### src/logic/lcsc_pkg.sv
// Constants shared by the clock select and receive control block
package lcsc_pkg;

	// ****************************************************************
	// Register map
	// ****************************************************************
	localparam logic [7:0] LCSC_ADDR_CTRL = 8'h81;
	localparam logic [7:0] LCSC_CTRL_RESET = 8'h00;
	localparam int LCSC_BIT_VIOL_OVF_SEL = 7;
	localparam int LCSC_BIT_REF_SEL_HI = 6;
	localparam int LCSC_BIT_REF_SEL_LO = 4;
	localparam int LCSC_BIT_RATE = 3;
	localparam int LCSC_BIT_MUTE = 2;
	localparam int LCSC_BIT_EXT_LOS = 1;
	localparam int LCSC_BIT_HIZ = 0;
	localparam int LCSC_UPPER_LO = 3;

	// ****************************************************************
	// Frequencies in kHz
	// ****************************************************************
	localparam logic [11:0] LCSC_KHZ_E1 = 12'h800;
	localparam logic [11:0] LCSC_KHZ_T1 = 12'h608;
	localparam logic [2:0] LCSC_REF_SEL_E1 = 3'h0;
	localparam logic [2:0] LCSC_REF_SEL_T1 = 3'h1;

	// ****************************************************************
	// Loss of signal zero counts
	// ****************************************************************
	localparam int LCSC_LOS_W = 13;
	localparam logic [12:0] LCSC_LOS_EXT_ZEROS = 13'h1000;
	localparam logic [12:0] LCSC_LOS_T1_ZEROS = 13'h00AF + 13'h004B;
	localparam logic [12:0] LCSC_LOS_E1_ZEROS = 13'h0020;

	// ****************************************************************
	// Synthesizer retune timing
	// ****************************************************************
	localparam int LCSC_CLK_PERIOD_NS = 25;
	localparam int LCSC_RETUNE_TIME_NS = 10000;
	localparam int LCSC_RETUNE_CYCLES = LCSC_RETUNE_TIME_NS / LCSC_CLK_PERIOD_NS;
	localparam int LCSC_RETUNE_W = 9;

	// Retune sequencer states
	typedef enum logic [1:0] {
		LCSC_RT_IDLE = 2'b01,
		LCSC_RT_BUSY = 2'b10
	} lcsc_rt_state_t;

endpackage

### src/logic/lcsc_los_chan.sv
// One receive channel: zero counter, loss of signal flag and output muting
`timescale 1ns/10ps
module lcsc_los_chan (
	// Clock and reset
	input wire logic clock_in,
	input wire logic rst_n_in,
	// Recovered line data
	input wire logic bit_valid_in,
	input wire logic bit_mark_in,
	input wire logic rx_pos_in,
	input wire logic rx_neg_in,
	// Control
	input wire logic [lcsc_pkg::LCSC_LOS_W-1:0] threshold_in,
	input wire logic mute_en_in,
	// Status and data
	output logic los_out,
	output logic rx_pos_out,
	output logic rx_neg_out
);
	import lcsc_pkg::*;

	logic [LCSC_LOS_W-1:0] zeros_q, zeros_d, zeros_inc;
	logic los_q, los_d, pos_q, pos_d, neg_q, neg_d;

	// ****************************************************************
	// Zero counting
	// ****************************************************************
	// Counter saturates so an idle line cannot wrap back under threshold
	always_comb begin
		zeros_inc = (zeros_q == {LCSC_LOS_W{1'b1}}) ? zeros_q : zeros_q + 1'b1;
		zeros_d = zeros_q;
		los_d = los_q;
		if (bit_valid_in) begin
			if (bit_mark_in) begin
				zeros_d = '0;
				los_d = 1'b0;
			end else begin
				zeros_d = zeros_inc;
				if (zeros_inc >= threshold_in) begin
					los_d = 1'b1;
				end
			end
		end
		pos_d = rx_pos_in & ~(mute_en_in & los_q);
		neg_d = rx_neg_in & ~(mute_en_in & los_q);
	end

	// Registers
	always_ff @(posedge clock_in) begin
		if (!rst_n_in) begin
			zeros_q <= '0;
			los_q <= 1'b0;
			pos_q <= 1'b0;
			neg_q <= 1'b0;
		end else begin
			zeros_q <= zeros_d;
			los_q <= los_d;
			pos_q <= pos_d;
			neg_q <= neg_d;
		end
	end

	assign los_out = los_q;
	assign rx_pos_out = pos_q;
	assign rx_neg_out = neg_q;
endmodule

### src/logic/lcsc_top.sv
// Global clock select and receive control register with its channel logic
`timescale 1ns/10ps
module lcsc_top #(
	parameter int CHANNELS = 8,
	parameter int RETUNE_CYCLES = lcsc_pkg::LCSC_RETUNE_CYCLES
) (
	// Clock and reset
	input wire logic clock_in,
	input wire logic rst_n_in,
	// Microprocessor register port
	input wire logic [7:0] host_addr_in,
	input wire logic [7:0] host_wdata_in,
	input wire logic host_wr_in,
	input wire logic host_rd_in,
	output logic [7:0] host_rdata_out,
	// Per channel line events and recovered data
	input wire logic [CHANNELS-1:0] line_code_violation_in,
	input wire logic [CHANNELS-1:0] counter_overflow_in,
	input wire logic [CHANNELS-1:0] rx_bit_valid_in,
	input wire logic [CHANNELS-1:0] rx_bit_mark_in,
	input wire logic [CHANNELS-1:0] rx_pos_in,
	input wire logic [CHANNELS-1:0] rx_neg_in,
	// Per channel outputs
	output logic [CHANNELS-1:0] violation_overflow_indicator_out,
	output logic [CHANNELS-1:0] receive_loss_of_signal_out,
	output logic [CHANNELS-1:0] receive_positive_data_out,
	output logic [CHANNELS-1:0] receive_negative_violation_out,
	// Synthesizer control and in circuit test high impedance
	output logic [2:0] synth_ref_select_field_out,
	output logic master_rate_select_out,
	output logic [11:0] synth_ref_khz_out,
	output logic [11:0] synth_clock_output_khz_out,
	output logic synth_retune_busy_out,
	output logic in_circuit_test_hiz_out
);
	import lcsc_pkg::*;

	// ****************************************************************
	// Register port
	// ****************************************************************
	logic [7:0] ctrl_q, ctrl_d, rdata_q, rdata_d;
	logic ctrl_wr;

	// Address decode is shared by read and write
	function automatic logic hits_ctrl(input logic [7:0] addr);
		return addr == LCSC_ADDR_CTRL;
	endfunction

	// Next register and read values; unmapped reads return zero
	always_comb begin
		ctrl_wr = host_wr_in && hits_ctrl(host_addr_in);
		// one write updates the whole register, both groups at once
		ctrl_d = ctrl_wr ? host_wdata_in : ctrl_q;
		rdata_d = rdata_q;
		if (host_rd_in) begin
			rdata_d = hits_ctrl(host_addr_in) ? ctrl_q : 8'h00;
		end
	end

	// Register storage
	always_ff @(posedge clock_in) begin
		if (!rst_n_in) begin
			ctrl_q <= LCSC_CTRL_RESET;
			rdata_q <= 8'h00;
		end else begin
			ctrl_q <= ctrl_d;
			rdata_q <= rdata_d;
		end
	end

	// ****************************************************************
	// Synthesizer selection and retune tracking
	// ****************************************************************
	logic [2:0] ref_sel;
	logic rate_sel, clk_fields_change;
	logic [11:0] ref_khz_d, ref_khz_q, out_khz_d, out_khz_q;
	lcsc_rt_state_t rt_q, rt_d;
	logic [LCSC_RETUNE_W-1:0] rt_cnt_q, rt_cnt_d;

	// Unlisted reference codes fall back to the E1 reference
	always_comb begin
		ref_sel = ctrl_d[LCSC_BIT_REF_SEL_HI:LCSC_BIT_REF_SEL_LO];
		rate_sel = ctrl_d[LCSC_BIT_RATE];
		ref_khz_d = (ref_sel == LCSC_REF_SEL_T1) ? LCSC_KHZ_T1 : LCSC_KHZ_E1;
		out_khz_d = rate_sel ? LCSC_KHZ_T1 : LCSC_KHZ_E1;
		clk_fields_change = ctrl_d[LCSC_BIT_REF_SEL_HI:LCSC_UPPER_LO]
			!= ctrl_q[LCSC_BIT_REF_SEL_HI:LCSC_UPPER_LO];
	end

	// Retune sequencer: a new change restarts the settle window
	always_comb begin
		rt_d = rt_q;
		rt_cnt_d = rt_cnt_q;
		unique case (rt_q)
			LCSC_RT_IDLE: begin
				if (clk_fields_change) begin
					rt_d = LCSC_RT_BUSY;
					rt_cnt_d = LCSC_RETUNE_W'(RETUNE_CYCLES - 1);
				end
			end
			LCSC_RT_BUSY: begin
				if (clk_fields_change) begin
					rt_cnt_d = LCSC_RETUNE_W'(RETUNE_CYCLES - 1);
				end else if (rt_cnt_q == '0) begin
					rt_d = LCSC_RT_IDLE;
				end else begin
					rt_cnt_d = rt_cnt_q - 1'b1;
				end
			end
			default: begin
				rt_d = LCSC_RT_IDLE;
				rt_cnt_d = '0;
			end
		endcase
	end

	// Synthesizer registers
	always_ff @(posedge clock_in) begin
		if (!rst_n_in) begin
			ref_khz_q <= LCSC_KHZ_E1;
			out_khz_q <= LCSC_KHZ_E1;
			rt_q <= LCSC_RT_IDLE;
			rt_cnt_q <= '0;
		end else begin
			ref_khz_q <= ref_khz_d;
			out_khz_q <= out_khz_d;
			rt_q <= rt_d;
			rt_cnt_q <= rt_cnt_d;
		end
	end

	// ****************************************************************
	// Shared indicator and channel logic
	// ****************************************************************
	logic [CHANNELS-1:0] ind_q, ind_d;
	logic [LCSC_LOS_W-1:0] los_thr;

	// Threshold and indicator source are global to all channels
	always_comb begin
		if (ctrl_q[LCSC_BIT_EXT_LOS]) begin
			los_thr = LCSC_LOS_EXT_ZEROS;
		end else if (ctrl_q[LCSC_BIT_RATE]) begin
			los_thr = LCSC_LOS_T1_ZEROS;
		end else begin
			los_thr = LCSC_LOS_E1_ZEROS;
		end
		ind_d = ctrl_q[LCSC_BIT_VIOL_OVF_SEL] ? counter_overflow_in : line_code_violation_in;
	end

	// Indicator register
	always_ff @(posedge clock_in) begin
		if (!rst_n_in) begin
			ind_q <= '0;
		end else begin
			ind_q <= ind_d;
		end
	end

	// One channel instance per line
	for (genvar ch = 0; ch < CHANNELS; ch++) begin : g_chan
		lcsc_los_chan u_chan (
			.clock_in(clock_in),
			.rst_n_in(rst_n_in),
			.bit_valid_in(rx_bit_valid_in[ch]),
			.bit_mark_in(rx_bit_mark_in[ch]),
			.rx_pos_in(rx_pos_in[ch]),
			.rx_neg_in(rx_neg_in[ch]),
			.threshold_in(los_thr),
			.mute_en_in(ctrl_q[LCSC_BIT_MUTE]),
			.los_out(receive_loss_of_signal_out[ch]),
			.rx_pos_out(receive_positive_data_out[ch]),
			.rx_neg_out(receive_negative_violation_out[ch])
		);
	end

	// ****************************************************************
	// Outputs, all from flip-flops
	// ****************************************************************
	assign host_rdata_out = rdata_q;
	assign violation_overflow_indicator_out = ind_q;
	assign synth_ref_select_field_out = ctrl_q[LCSC_BIT_REF_SEL_HI:LCSC_BIT_REF_SEL_LO];
	assign master_rate_select_out = ctrl_q[LCSC_BIT_RATE];
	assign synth_ref_khz_out = ref_khz_q;
	assign synth_clock_output_khz_out = out_khz_q;
	assign synth_retune_busy_out = rt_q[1];
	assign in_circuit_test_hiz_out = ctrl_q[LCSC_BIT_HIZ];
endmodule

### config.mk
export PLATFORM = sky130hd
export DESIGN_NAME = lcsc_top
export DESIGN_NICKNAME = d
export VERILOG_FILES = /design/src/logic/lcsc_pkg.sv /design/src/logic/lcsc_los_chan.sv /design/src/logic/lcsc_top.sv
export SDC_FILE = /design/constraint.sdc
export NUM_CORES = 1
export LEC_CHECK = 0
export BUFFER_PORTS_ARGS = -buffer_cell sky130_fd_sc_hd__buf_2
export CORE_MARGIN = 2
export CORE_UTILIZATION = 25
export DETAILED_ROUTE_END_ITERATION = 7
export PLACE_DENSITY = 0.42
export SLEW_MARGIN = 30
export SYNTH_ARGS = -nofsm -noshare
export SYNTH_HDL_FRONTEND = slang
export SYNTH_SLANG_ARGS = --single-unit
### constraint.sdc
create_clock -name clock_in -period 2.8 [get_ports clock_in]
set_input_delay 0.14 -clock clock_in [delete_from_list [all_inputs] [get_ports clock_in]]
set_output_delay 0.14 -clock clock_in [all_outputs]
set_load 0.02 [all_outputs]
==> impl_metrics.ini <==
[finish]
antennaDiodeCount = 0
fin_nets = 1714
fillers = 4727
layout_commonest_cell = dfxtp_1
syn2layout_area_growth_pct = 23.70
drive_above_1_share_pct = 19.47
ff_latch_area_mm2 = 0.003326
stdcell_area_mm2 = 0.01391
multi_input_area_mm2 = 0.007187
final_cell_mix = dfxtp_1 (164), nor2_1 (134), buf_2 (121), buf_4 (103), a21oi_1 (95)

[yosys]
synth_xor_xnor_area_share_pct = 4.662
ys_types = 84
synth_seq_cells = 166
synth_top_family_by_area = simple AND/OR/NAND/NOR gates
avgSynthCellArea_um2 = 7.976
synth.top_cell.area_share_pct = 29.55
synthAdderAreaFrac_pct = 7.454
synth.area.mux_share_pct = 2.581
synth_top_cells_by_area = dfxtp_1 (30%), ha_1 (7.5%), nor2_1 (4.5%)
yosysTopAreaCell = dfxtp_1
synthFlopType = dfxtp_1
synth-edff-count = 0
async_reset_ff_share_pct = 0
netlist_area_mm2 = 0.01125
synth_compound_area_share_pct = 21.80
yosys_warnings = 0
ys_seq_area_share_pct = 29.55
yosys.area_share.simple_pct = 25.92
synthCells = 1410

[route]
wl_per_cell_um = 15.63
dr.pass1.iters = 7
viasPerCell = 4.945
vias = 10800
route.detailed.drc = 0
routed_wl_um = 34130
antenna_left = 0
drt-initial-drc-count = 676

[placement]
port_buffers = 121
hpwl_um = 23980
dpl_cell_area_mm2 = 0.01268
gp_congestion = 0.8129

[grt]
antenna_found_initial = 0
grt_pass1_vias = 10400
grt_pass1_wl_um = 54760
grt_max_degree = 37
gr-usage-all-layers_pct = 14.64
gr-total-overflow = 0

[worst_setup_path]
worstPathCellList = ha_2, buf_4, nand2_1, a41oi_1, and4_4, xor2_1, ha_1, a21o_1, a2111oi_4, o221a_2, a311oi_1
worst-endpoint-arrival_ps = 3010
crit_path_top_delay_cell = dfxtp_1
worstPathMaxFanout = 4
critical_path_class = reg2reg
r2r_cells = 11
endpoint_kind = flip-flop
critical_path.max_stage_delay_ps = 340
critPathLaunchType = flip-flop
required_ps = 3150

[sta]
period_minus_slack_ps = 2653
slew_headroom_pct = 59.88
slew_violations = 0
skew_ps = 15.55
fmax_mhz = 376.9
setup_viol_count_final = 0
tightest_slew_ps = 596.9
rsz0062_at_grt = no
finalHoldViolCount = 0
min_period_over_period_pct = 94.76
tns_ps = 0

[clocking]
clk_latency_ps = 490
clock_sinks = 166
htreeDepth = 4
root_buffer = clkbuf_16
clk_path_buf_depth = 2
numCtsBuffers = 17
clk_pin_slew_ps = 80
cts_tree = built

[floorplan]
dieArea_mm2 = 0.04669
num_rows = 77
ios = 138
die_w_um = 216.1
initial_core_util_pct = 25.38
core_area_mm2 = 0.04432
dieHeight_um = 216.1

[power_and_ir_drop]
ir_drop_mv = 0.3135
leakagePower_uw = 0.005769
power_density_mw_per_mm2 = 385.5

[min_path]
hold_path_depth = 3
holdCritPathClass = in2reg

[job]
maxCapViolations = 0

[outcome]
outcome = completed
timing repair:
| item | CTS | global route |
|---|---|---|
| buffers inserted | 0 | 4 |
| hold buffers | 49 | 0 |
| hold endpoints to repair | 44 | 0 |
| pin swaps | 0 | 3 |
| gates cloned | 0 | 1 |
| resized for setup | 1 | 19 |
| setup endpoints to repair | 1 | 6 |
Yosys cell counts, drive strengths merged, types with 13 or more instances:
cell,instances
dfxtp,166
nor2,134
a21oi,95
nand2,85
buf,76
o21ai,71
ha,67
nand3,67
clkbuf,65
and3,42
nor3,39
nand4,38
inv,36
a31oi,30
xnor2,30
mux2i,29
xor2,29
nand2b,23
and4,22
and2,20
a41oi,18
or3,18
o21a,16
nor4,15
a22oi,14
a21o,13
nor2b,13
stage by stage:
stage / hold WS (ps) / instances / worst slack (ps) / util, % / total power [uW]
finish: 71.41 / 2184 / 146.6 / 31.39 / 5362
detailed placement: 368.8 / 2098 / 1.805 / 28.62 / 2872
global route: 40.20 / 2184 / 4.826 / 31.39 / 5624
CTS: 17.41 / 2179 / 50.34 / 31.10 / 5483
floorplan: 283.9 / 1425 / 31.56 / - / 2735
global placement: 367.0 / 2098 / 35.54 / 28.62 / 2874
final cells by class:
| cell class | instances | share of cell area (%) |
|---|---|---|
| Inverter | 37 | 1.016 |
| Clock inverter | 15 | 1.304 |
| Clock buffer | 17 | 3.058 |
| Multi-Input combinational cell | 1082 | 51.66 |
| Tap cell | 592 | 5.325 |
| Timing Repair Buffer | 275 | 13.73 |
| Sequential cell | 166 | 23.91 |
worst paths after layout:
path / from / endpoint / slack (ps)
min: rx_bit_valid_in[5] / g_chan[5].u_chan.zeros_q[12]$_SDFFE_PN0P_ / 70
min reg2reg: host_rdata_out[7]$_SDFFE_PN0P_ / host_rdata_out[7]$_SDFFE_PN0P_ / 470
max reg2reg: g_chan[0].u_chan.zeros_q[0]$_SDFFE_PN0P_ / g_chan[0].u_chan.los_out$_SDFFE_PN0P_ / 150
max: g_chan[0].u_chan.zeros_q[0]$_SDFFE_PN0P_ / g_chan[0].u_chan.los_out$_SDFFE_PN0P_ / 150
flip-flops by register name, summed over array words and instances, names as in the netlist, 8 cells and up:
signal and cells:
host_rdata_out 8, g_chan.u_chan.rx_neg_out 8, g_chan.u_chan.los_out 8, violation_overflow_indicator_out 8, ctrl_q 8, rt_cnt_q 9, g_chan.u_chan.rx_pos_out 8, g_chan.u_chan.zeros_q 104
worst max-delay path, delay by kind of cell (launching register included):
| family | cells | cell delay (ps) |
|---|---|---|
| XOR/XNOR | 1 | 160 |
| flip-flops | 1 | 340 |
| AND/OR/NAND/NOR | 2 | 350 |
| AO/OA/AOI/OAI | 5 | 1090 |
| buffers and inverters | 1 | 120 |
| adder cells (fa/ha/maj) | 2 | 450 |
report_power, final:
| group | switching, uW | total, uW | internal (uW) |
|---|---|---|---|
| combinational | 285 | 467 | 182 |
| sequential | 13.2 | 2400 | 2390 |
| clock | 1210 | 2490 | 1280 |
layer usage:
layer / share of wire (%) / routed length [um] / GRT usage, % / vias to the layer above
li1: - / - / - / 5503
met1: 47 / 16070 / 18.72 / 5066
met2: 47 / 16210 / 23.97 / 185
met3: 3.5 / 1205 / 3.551 / 45
met4: 1.9 / 645 / 5.160 / 0
met5: 0 / 0 / 0 / -
kinds of logic (layout without fill, tap and decap cells):
family / after synthesis / count (layout)
multiplexers: 29 / 29
AO/OA/AOI/OAI: 365 / 365
buffers and inverters: 178 / 344
AND/OR/NAND/NOR: 545 / 546
adder cells (fa/ha/maj): 67 / 67
XOR/XNOR: 59 / 59
flip-flops: 166 / 166
other: 1 / 16
(Power assumes the default switching activity.)
